<file path="config.mk">
export PLATFORM = sky130hd
export DESIGN_NAME = lssr_regs
export DESIGN_NICKNAME = d
export VERILOG_FILES = /design/src/lssr_pkg.sv /design/src/lssr_regs.sv /design/src/lssr_sync.sv
export VERILOG_INCLUDE_DIRS = /design/src
export SDC_FILE = /design/constraint.sdc
export NUM_CORES = 1
export LEC_CHECK = 0
export BUFFER_PORTS_ARGS = -buffer_cell sky130_fd_sc_hd__buf_4
export CORE_MARGIN = 2
export CORE_UTILIZATION = 49
export CTS_CLUSTER_SIZE = 24
export DETAILED_ROUTE_END_ITERATION = 10
export PLACE_DENSITY = 0.84
export SLEW_MARGIN = 20
export SYNTH_ARGS = -nofsm -noshare
export SYNTH_HDL_FRONTEND = slang
export SYNTH_HIERARCHICAL = 1
export SYNTH_SLANG_ARGS = --single-unit
export TNS_END_PERCENT = 50
</file>
<file path="constraint.sdc">
create_clock -name i_clock -period 5.75 [get_ports i_clock]
set_clock_uncertainty 0.05 [all_clocks]
set_input_delay 0.8625 -clock i_clock [delete_from_list [all_inputs] [get_ports i_clock]]
set_output_delay 0.8625 -clock i_clock [all_outputs]
set_load 0.005 [all_outputs]
</file>
<file path="src/lssr_consts.svh">
// Offsets, field positions and reset values of the link/slot report registers
`ifndef LSSR_CONSTS_SVH
`define LSSR_CONSTS_SVH
`define LSSR_OFF_LINK          8'hd0
`define LSSR_OFF_SLOT          8'hd4
`define LSSR_SPEED_2G5         4'h1
`define LSSR_SPEED_5G0         4'h2
`define LSSR_WIDTH_RESET       6'h01
`define LSSR_LINK_TRAIN_BIT    27
`define LSSR_PWR_VAL_LSB       7
`define LSSR_PWR_VAL_MSB       14
`define LSSR_PWR_SCL_LSB       15
`define LSSR_PWR_SCL_MSB       16
`define LSSR_BWM_BIT           30
`define LSSR_ABW_BIT           31
`define LSSR_PWR_VAL_RESET     8'h19
`define LSSR_PWR_SCL_RESET     2'h0
`define LSSR_PRESENT_RESET     5'h1f
`define LSSR_SURPRISE_RESET    1'h0
`define LSSR_HP_CAP_RESET      1'h1
`define LSSR_SLOT_CLK_RESET    1'h1
`define LSSR_SLOT_NUM_RESET    13'h0000
`endif

</file>
<file path="src/lssr_pkg.sv">
// Types shared by the link/slot report register bank
package lssr_pkg;
	typedef enum logic [1:0] {
		lssr_speed_idle,
		lssr_speed_known
	} lssr_spd_state_type;
	typedef logic [31:0] lssr_word_type;
endpackage : lssr_pkg

</file>
<file path="src/lssr_regs.sv">
// Link status and slot capabilities register bank of one switch port
`timescale 1ns/1ns
`include "lssr_consts.svh"

module lssr_regs
	import lssr_pkg::*;
#(
	parameter bit DOWNSTREAM = 1'b1
) (
	// Clock and reset
	input  wire logic        i_clock,
	input  wire logic        i_rst_n,
	// Configuration access
	input  wire logic        i_cfg_rd,
	input  wire logic        i_cfg_wr,
	input  wire logic [7:0]  i_cfg_addr,
	input  wire logic [3:0]  i_cfg_be,
	input  wire logic [31:0] i_cfg_wdata,
	output logic      [31:0] o_cfg_rdata,
	output logic             o_cfg_ack,
	// Link layer state, port core clock domain
	input  wire logic        i_link_gen2,
	input  wire logic        i_speed_valid,
	input  wire logic [5:0]  i_link_width,
	input  wire logic        i_train_fail,
	input  wire logic        i_train_done,
	input  wire logic        i_train_start,
	input  wire logic        i_dl_active,
	input  wire logic        i_bw_mgmt_event,
	input  wire logic        i_auto_bw_event,
	// Preload agent (serial management or EEPROM loader)
	input  wire logic        i_pre_wr,
	input  wire logic [7:0]  i_pre_addr,
	input  wire logic [31:0] i_pre_data,
	// Slot power limit message request
	output logic             o_spl_msg,
	output logic [7:0]       o_spl_value,
	output logic [1:0]       o_spl_scale
);
	// Reset release
	logic        rst_n;
	// Link status fields
	logic [3:0]  speed;
	logic [5:0]  width;
	logic        train_err;
	logic        training;
	logic        slot_clk;
	logic        dl_act;
	logic        bw_mgmt;
	logic        auto_bw;
	// Slot capability fields
	logic [4:0]  present;
	logic        surprise;
	logic        hp_cap;
	logic [7:0]  pwr_val;
	logic [1:0]  pwr_scl;
	logic [12:0] slot_num;
	// Decode
	logic        wr_link;
	logic        wr_slot;
	logic        pre_link;
	logic        pre_slot;
	logic        pwr_touch;
	logic        bw_clr;
	logic        ab_clr;
	logic [31:0] wr_mask;
	lssr_word_type next_rdata;

	// Byte lane mask from the four enables
	function automatic logic [31:0] lane_mask(input logic [3:0] be);
		lane_mask = {{8{be[3]}}, {8{be[2]}}, {8{be[1]}}, {8{be[0]}}};
	endfunction : lane_mask

	// Strobe aimed at one register offset
	function automatic logic hit(input logic strobe,
		input logic [7:0] addr, input logic [7:0] off);
		hit = strobe && (addr == off);
	endfunction : hit

	// Reset leaves through two flops so every flop leaves it together;
	// assertion stays asynchronous so a stopped clock still resets
	lssr_sync #(
		.WIDTH   (1)
	) rst_sync (
		.i_clock (i_clock),
		.i_rst_n (i_rst_n),
		.i_async (1'b1),
		.o_sync  (rst_n)
	);

	// Write and preload decode; upstream ports decode no slot offset
	assign wr_link  = hit(i_cfg_wr, i_cfg_addr, `LSSR_OFF_LINK);
	assign wr_slot  = DOWNSTREAM
		&& hit(i_cfg_wr, i_cfg_addr, `LSSR_OFF_SLOT);
	assign pre_link = hit(i_pre_wr, i_pre_addr, `LSSR_OFF_LINK);
	assign pre_slot = DOWNSTREAM
		&& hit(i_pre_wr, i_pre_addr, `LSSR_OFF_SLOT);
	// Power value starts at bit 7, so byte lane 0 reaches it too
	assign pwr_touch = wr_slot && (|i_cfg_be[2:0]);
	// Byte lanes of the current write
	assign wr_mask = lane_mask(i_cfg_be);
	// Write-one-to-clear strobes need the top byte lane
	assign bw_clr = wr_link && i_cfg_be[3] && i_cfg_wdata[`LSSR_BWM_BIT];
	assign ab_clr = wr_link && i_cfg_be[3] && i_cfg_wdata[`LSSR_ABW_BIT];

	// Negotiated speed, held until a new result is reported
	// A retrain that has not reported yet keeps the old code
	always_ff @(posedge i_clock or negedge rst_n)
	begin
		if (!rst_n)
			speed <= `LSSR_SPEED_5G0;
		else if (i_speed_valid)
			speed <= i_link_gen2 ? `LSSR_SPEED_5G0 : `LSSR_SPEED_2G5;
	end

	// Lane count captured on successful training
	// Width only means something once training has reached L0
	always_ff @(posedge i_clock or negedge rst_n)
	begin
		if (!rst_n)
			width <= `LSSR_WIDTH_RESET;
		else if (i_train_done)
			width <= i_link_width;
	end

	// Training error: failure sets, later success clears; failure wins
	// A failed retrain must never be hidden by a same-cycle success
	always_ff @(posedge i_clock or negedge rst_n)
	begin
		if (!rst_n)
			train_err <= 1'b0;
		else if (i_train_fail)
			train_err <= 1'b1;
		else if (i_train_done)
			train_err <= 1'b0;
	end

	// Training in progress flag; a restart wins over completion
	// Start outranks done so a back-to-back retrain is not lost
	always_ff @(posedge i_clock or negedge rst_n)
	begin
		if (!rst_n)
			training <= 1'b1;
		else if (i_train_start)
			training <= 1'b1;
		else if (i_train_done || i_train_fail)
			training <= 1'b0;
	end

	// Link layer active mirror, one cycle behind the state machine
	// The extra cycle keeps the read path free of the raw input
	always_ff @(posedge i_clock or negedge rst_n)
	begin
		if (!rst_n)
			dl_act <= 1'b0;
		else
			dl_act <= i_dl_active;
	end

	// Bandwidth management status; a hardware set beats a clear
	always_ff @(posedge i_clock or negedge rst_n)
	begin
		if (!rst_n)
			bw_mgmt <= 1'b0;
		else if (i_bw_mgmt_event)
			bw_mgmt <= 1'b1;
		else if (bw_clr)
			bw_mgmt <= 1'b0;
	end

	// Autonomous bandwidth status, same set-over-clear priority
	always_ff @(posedge i_clock or negedge rst_n)
	begin
		if (!rst_n)
			auto_bw <= 1'b0;
		else if (i_auto_bw_event)
			auto_bw <= 1'b1;
		else if (ab_clr)
			auto_bw <= 1'b0;
	end

	// Slot clock bit, software read-only, preload may replace it
	always_ff @(posedge i_clock or negedge rst_n)
	begin
		if (!rst_n)
			slot_clk <= `LSSR_SLOT_CLK_RESET;
		else if (pre_link)
			slot_clk <= i_pre_data[28];
	end

	// Read-only capability flags, replaced only by the preload agent
	always_ff @(posedge i_clock or negedge rst_n)
	begin
		if (!rst_n)
		begin
			present  <= `LSSR_PRESENT_RESET;
			surprise <= `LSSR_SURPRISE_RESET;
			hp_cap   <= `LSSR_HP_CAP_RESET;
		end
		else if (pre_slot)
		begin
			present  <= i_pre_data[4:0];
			surprise <= i_pre_data[5];
			hp_cap   <= i_pre_data[6];
		end
	end

	// Slot number follows the board wiring, so only preload sets it
	always_ff @(posedge i_clock or negedge rst_n)
	begin
		if (!rst_n)
			slot_num <= `LSSR_SLOT_NUM_RESET;
		else if (pre_slot)
			slot_num <= i_pre_data[31:19];
	end

	// Power limit value and scale, byte-lane writable; software beats preload
	always_ff @(posedge i_clock or negedge rst_n)
	begin
		if (!rst_n)
		begin
			pwr_val <= `LSSR_PWR_VAL_RESET;
			pwr_scl <= `LSSR_PWR_SCL_RESET;
		end
		else if (wr_slot)
		begin
			pwr_val <= (pwr_val & ~wr_mask[14:7])
				| (i_cfg_wdata[14:7] & wr_mask[14:7]);
			pwr_scl <= (pwr_scl & ~wr_mask[16:15])
				| (i_cfg_wdata[16:15] & wr_mask[16:15]);
		end
		else if (pre_slot)
		begin
			pwr_val <= i_pre_data[`LSSR_PWR_VAL_MSB:`LSSR_PWR_VAL_LSB];
			pwr_scl <= i_pre_data[`LSSR_PWR_SCL_MSB:`LSSR_PWR_SCL_LSB];
		end
	end

	// Message request one cycle after the write, carrying the new values
	// A write that reaches only the slot number byte sends nothing
	always_ff @(posedge i_clock or negedge rst_n)
	begin
		if (!rst_n)
			o_spl_msg <= 1'b0;
		else
			o_spl_msg <= pwr_touch;
	end

	// The message fields follow the stored limit so they are never stale
	assign o_spl_value = pwr_val;
	assign o_spl_scale = pwr_scl;

	// Read mux; link control half and unmapped offsets read zero
	// Slot word reads zero on upstream ports, which have no slot
	always_comb
	begin
		next_rdata = '0;
		case (i_cfg_addr)
			`LSSR_OFF_LINK:
				next_rdata = {auto_bw, bw_mgmt, dl_act, slot_clk,
					training, train_err, width, speed, 16'h0000};
			`LSSR_OFF_SLOT:
				if (DOWNSTREAM)
					next_rdata = {slot_num, 2'h0, pwr_scl, pwr_val,
						hp_cap, surprise, present};
			default:
				next_rdata = '0;
		endcase
	end

	// Read data registered one cycle after the strobe, zero otherwise
	always_ff @(posedge i_clock or negedge rst_n)
	begin
		if (!rst_n)
			o_cfg_rdata <= '0;
		else
			o_cfg_rdata <= i_cfg_rd ? next_rdata : 32'h0000_0000;
	end

	// Acknowledge one cycle after any configuration read or write strobe; preload writes get none
	always_ff @(posedge i_clock or negedge rst_n)
	begin
		if (!rst_n)
			o_cfg_ack <= 1'b0;
		else
			o_cfg_ack <= i_cfg_rd || i_cfg_wr;
	end
endmodule : lssr_regs

</file>
<file path="src/lssr_sync.sv">
// Two-flop synchroniser for a bus of level inputs
`timescale 1ns/1ns
module lssr_sync #(
	parameter int WIDTH = 1
) (
	// Clock and reset
	input  wire logic             i_clock,
	input  wire logic             i_rst_n,
	// Data
	input  wire logic [WIDTH-1:0] i_async,
	output logic      [WIDTH-1:0] o_sync
);
	logic [WIDTH-1:0] stage1;

	// First stage feeds only the second
	always_ff @(posedge i_clock or negedge i_rst_n)
	begin
		if (!i_rst_n)
		begin
			stage1 <= '0;
			o_sync <= '0;
		end
		else
		begin
			stage1 <= i_async;
			o_sync <= stage1;
		end
	end
endmodule : lssr_sync

</file>
==> impl_metrics.ini, run 1 <==
[global_routing]
grt_use_total_pct = 21.22
overflow = 0
antenna_found_initial = 0
grt_max_degree = 78
grt_pass1_wl_mm = 10.65
grt_pass1_vias = 2287

[cts]
cts.hold.buffers_added = 0
tritoncts = built
clock_latency_ns = 0.33
cts_buffers = 9
cts_root_buffer = clkbuf_8
h-tree-depth = 3
cts.clk_slew.worst_paths_ns = 0.07
cts_buffer_depth = 2
cts_post_setup_buffers_inserted = 0
cts_resized = 0
clock-sinks = 79

[setup_path]
path_class = input port to flip-flop
worstPathRequired_ns = 5.97
rr_startpoint = rst_sync/o_sync$_DFF_PN0_
critPathArrivalTime_ns = 2.84
start_kind = input port
endpoint_kind = flip-flop
crit_fanout = 14
cp-startpoint = i_cfg_addr[5]

[route]
drtIter0Drc = 71
avgRoutedWirePerCell_um = 14.92
ant_nets = 0
drc = 0
wl_mm = 6.894
via_per_inst = 4.998
vias = 2309
dr.pass1.iters = 4

[pwr]
ir_worst_vdd_mv = 0.1614
leakage_nw = 2.178
p_total_mw = 1.042
power_per_cell_area_mw_per_mm2 = 250.1

[floorplan]
initial_core_util_pct = 50.88
core-area_mm2 = 0.005956
ios = 147
num_rows = 28
fp.dieW_um = 82.64
die_height_um = 82.64
die_area_mm2 = 0.006829

[finish]
final-instance-count-excl-fill = 462
final_cell_area_mm2 = 0.004167
fill_cells = 449
final_util_pct = 69.96
nNetsFinal = 485
ff_latch_area_mm2 = 0.001997
layout-drive-gt1-share_pct = 42.64
multi_input_area_um2 = 908.4
diodes = 0
area_delta_synth_final_pct = 37.49

[sta]
fin_crit_ns = 2.624
fmax_mhz = 381.1
setup_violations = 0
slew_headroom_pct = 28.99
tightestPinTransition_ns = 1.061
final_max_slew_viol_count = 0
finalHoldViolations = 0
timing.final.crit_share_pct = 45.63
rsz0062_at_grt = false
setup_tns_ns = 0

[placed_design]
place_congestion = 0.7592
numPlacedInstances = 446
dpl_cell_area_mm2 = 0.003990
hpwlAfterDp_mm = 5.002
portBuffers = 123

[yosys]
syn-num-nets = 363
yosysTopAreaCell = dfrtp_1
ys_seq_area_share_pct = 65.77
synth_cell_types = 33
synth_area_leaders = dfrtp_1 55%, dfstp_2 11%, nand2_1 7.7%
syn_area_per_cell_um2 = 11.66
synth-seq-cells = 79
syn_inst = 260
synth_area_mm2 = 0.003030
yosysWarnings = 6
synth_top_area_share_pct = 54.50

[job]
drv_cap = 0

[worst_hold_path]
hp-class = input port to asynchronous set/reset pin

[run_status]
status = complete, no violations
[critical path, cell delays in order]
cell,delay [ns]
buf_4,0.10
and4b_1,0.39
nand2_1,0.30
nor2_1,0.89
a22o_1,0.28
[kinds of logic (layout without fill, tap and decap cells)]
logic type,count (synthesis),count (layout),share of synthesized area (%)
mux,11,11,4.088
flops,79,79,65.77
compound gates,39,39,9.661
simple gates,102,102,15.98
buf+inv,27,154,4.252
other cells,2,2,0.2478
[metal layers]
metal	track usage (%)	vias up	wire length, um
li1	-	1119	-
met1	25.02	1098	2737
met2	37.90	84	3565
met3	4.022	8	514
met4	8.852	0	76
met5	0	-	0
[worst paths after layout]
path	end	slack, ns	depth (start not counted)
setup / recovery	o_cfg_rdata[21]$_DFF_PN0_	3.13	5
hold / removal	rst_sync/o_sync$_DFF_PN0_	0.25	1
setup reg to reg	o_cfg_rdata[23]$_DFF_PN0_	4.59	0
hold reg to reg	rst_sync/o_sync$_DFF_PN0_	0.31	0
max in group asynchronous	o_cfg_rdata[23]$_DFF_PN0_	4.59	0
min in group i_clock	rst_sync/o_sync$_DFF_PN0_	0.31	0
[through the flow]
stage / hold slack, ns / setup slack, ns
2_1_floorplan: 0.2812 / 3.360
3_3_place_gp: 0.2924 / 2.794
3_5_place_dp: 0.2881 / 2.798
4_1_cts: 0.2278 / 3.159
5_1_grt: 0.2268 / 2.975
6_report: 0.2472 / 3.126
[cells in the mapped netlist]
library cell and n:
mux2i_2 1, and4b_1 1, conb_1 2, nor3_1 9
buf_6 1, and3_1 2, nor4b_1 1, nand4_1 5
clkbuf_2 1, a21oi_1 11, nor4b_4 1, nand2_1 62
a22o_1 13, clkinv_1 1, a21o_1 4, dfrtp_1 66
nor2b_1 3, mux2_2 8, o32ai_1 8, nor4_1 1
o31a_1 1, and4_1 1, nor2_1 5, and2_1 9
dfstp_2 13, buf_4 3, inv_1 11, o31ai_1 2
mux2i_1 2, or2_2 1, nand3_1 1, buf_2 6
clkbuf_1 4
[power by group]
group	switching, mW	total, mW	internal (mW)
combinational	0.0280	0.0819	0.0539
sequential	0.0197	0.600	0.580
clock	0.181	0.360	0.179
[layout by cell type, fill, tap and decap left out, types with 2 or more instances in the layout]
| cell type | n |
|---|---|
| a21o_1 | 4 |
| a21oi_1 | 11 |
| a22o_1 | 13 |
| and2_1 | 9 |
| and3_1 | 2 |
| buf_4 | 126 |
| clkbuf_1 | 2 |
| clkbuf_8 | 11 |
| clkinv_2 | 2 |
| conb_1 | 2 |
| dfrtp_1 | 65 |
| dfstp_2 | 13 |
| inv_1 | 11 |
| mux2_2 | 8 |
| mux2i_1 | 2 |
| nand2_1 | 62 |
| nand4_1 | 5 |
| nor2_1 | 5 |
| nor2b_1 | 3 |
| nor3_1 | 9 |
| o31ai_1 | 2 |
| o32ai_1 | 8 |
[area by class of cell]
class	count	area share, %
clock buffers	13	3.814
clock inverters	3	0.4204
inverters	12	1.081
multi-input cells	154	21.80
flip-flops and latches	79	47.93
well taps	75	2.252
repair buffers	126	22.70
Note: power is estimated with default switching activity, not from simulation.
==> inputs of run 2 (changes only) <==
ABC_AREA = 1   (was default)
CORE_UTILIZATION = 46   (was 49)
PLACE_DENSITY = 0.79   (was 0.84)
clock period = 2.7 ns   (was 5.75 ns; I/O delays follow)
==> impl_metrics.ini, run 2 <==
[sta]
final_max_slew_viol_count = 0
finalHoldViolations = 0
fmax_mhz = 677.3
setup_ws_ns = 1.224
timing.final.crit_share_pct = 54.68
setup_violations = 0
timing.hold.ws_ns = 0.1174
slew_headroom_pct = 37.04
fin_crit_ns = 1.476
rsz0062_at_grt = false
setup_tns_ns = 0
tightestPinTransition_ns = 0.9443

[route]
avgRoutedWirePerCell_um = 12.44
drc = 0
dr.pass1.iters = 4
wl_mm = 6.830
drtIter0Drc = 104
vias = 2577
via_per_inst = 4.694
ant_nets = 0

[yosys]
yosysTopAreaCell = dfrtp_1
synth_top_area_share_pct = 52.15
post-synth-top-count-cell = nand2_1
synth_area_mm2 = 0.003167
yosysWarnings = 6
syn-num-nets = 443
async_flop_share_pct = 100.0
synth-edff-count = 0
ys_seq_area_share_pct = 62.94
ys_top_cells_by_count = 73 x nand2_1, 66 x dfrtp_1, 57 x inv_1
synth_ff_type = dfrtp_1
synth-seq-cells = 79
syn_inst = 340
synth_area_leaders = dfrtp_1 52%, dfstp_2 11%, nand2_1 8.7%
synth_cell_types = 27
syn_area_per_cell_um2 = 9.314

[setup_path]
endpoint_kind = flip-flop
cpPeakStageDelay_ns = 0.42
rr_startpoint = rst_sync/o_sync$_DFF_PN0_
crit_family = simple AND/OR/NAND/NOR gates
worstPathRequired_ns = 2.91
start_kind = input port
critPathArrivalTime_ns = 1.69
crit_fanout = 11
cpMaxStageDelayCell = nand3_1
path_cells = buf_4 > inv_1 > nand2_1 > nor3_2 > nand3_1 > inv_1 > nand2_1 > o21ai_1
cp-startpoint = i_cfg_addr[1]
path_class = input port to flip-flop
path_buf_inv = 3

[global_routing]
grt_max_degree = 78
grt_pass1_wl_mm = 10.94
overflow = 0
grt_use_total_pct = 18.57
antenna_found_initial = 0
grt_pass1_vias = 2408

[cts]
cts_root_buffer = clkbuf_8
h-tree-depth = 3
clock-sinks = 79
cts.hold.buffers_added = 1
tritoncts = built
cts_buffers = 9
clock_latency_ns = 0.34
cts_post_setup_buffers_inserted = 0
cts_buffer_depth = 2
cts_resized = 0
cts.clk_slew.worst_paths_ns = 0.08

[finish]
final_util_pct = 64.75
layout_common_cells = 125 x buf_4, 73 x nand2_1, 65 x dfrtp_1
layout-drive-gt1-share_pct = 34.97
layout_commonest_cell = buf_4
diodes = 0
final_cell_area_mm2 = 0.004350
fill_cells = 577
final-instance-count-excl-fill = 549
nNetsFinal = 567
area_delta_synth_final_pct = 37.38

[floorplan]
fp.dieW_um = 86.97
ios = 147
num_rows = 30
initial_core_util_pct = 47.13
die_height_um = 86.97
die_area_mm2 = 0.007564
core-area_mm2 = 0.006719

[worst_hold_path]
hp-class = input port to flip-flop
min_from = i_dl_active

[pwr]
ir_worst_vdd_mv = 0.2440
leakage_nw = 2.428
power_per_cell_area_mw_per_mm2 = 544.0
p_total_mw = 2.367

[placed_design]
place_congestion = 0.7791
numPlacedInstances = 532
hpwlAfterDp_mm = 4.940
dpl_cell_area_mm2 = 0.004134
portBuffers = 123
dp_slack_ns = 0.8296

[job]
drv_cap = 0

[run_status]
status = complete, no violations
==> run 2: cell types whose count changed in the layout (fill, tap and decap cells not counted), moves of 7 or more <==
cell     before  now
a21oi_1      11   20
nand2_1      62   73
nor3_1        9    2
o32ai_1       8    0
inv_1        11   57
mux2_2        8    0
a22o_1       13    0
o21ai_0       0    8
nor2_1        5   40
and2_1        9    0
o21ai_1       0   14
o22ai_1       0    9
==> run 2: cell families after synthesis <==
family	after synthesis	share of synthesized area (%)
compound gates	56	9.561
buf+inv	71	9.404
flops	79	62.94
other cells	2	0.2371
simple gates	132	17.86
==> run 2: power by group <==
group | switching (mW) | internal, mW
Clock | 0.425 | 0.457
Sequential | 0.0420 | 1.24
Combinational | 0.0822 | 0.123
Total | 0.549 | 1.82
==> run 2: final timing paths <==
| check | end | slack, ns | cells after the start |
|---|---|---|---|
| min | dl_act$_DFF_PN0_ | 0.12 | 1 |
| min in group asynchronous | rst_sync/o_sync$_DFF_PN0_ | 0.32 | 2 |
| max reg2reg | o_cfg_rdata[24]$_DFF_PN0_ | 1.55 | 0 |
| min reg2reg | rst_sync/o_sync$_DFF_PN0_ | 0.31 | 0 |
| max in group asynchronous | o_cfg_rdata[24]$_DFF_PN0_ | 1.55 | 0 |
| max | o_cfg_rdata[30]$_DFF_PN0_ | 1.22 | 8 |
==> run 2: final cells by class <==
type | count | area [um2] | area share, %
inverters | 58 | 222.7 | 5.119
clock buffers | 10 | 137.6 | 3.164
flip-flops and latches | 79 | 1997 | 45.90
clock inverters | 6 | 68.82 | 1.582
multi-input cells | 190 | 875.8 | 20.13
repair buffers | 126 | 948.4 | 21.80
well taps | 80 | 100.1 | 2.301
==> run 2: per-layer routing <==
layer | vias up | wire length, um | track usage (%)
li1 | 1294 | - | -
met1 | 1188 | 2887 | 24.49
met2 | 87 | 3488 | 31.09
met3 | 8 | 370 | 2.370
met4 | 0 | 83 | 7.670
met5 | - | 0 | 0
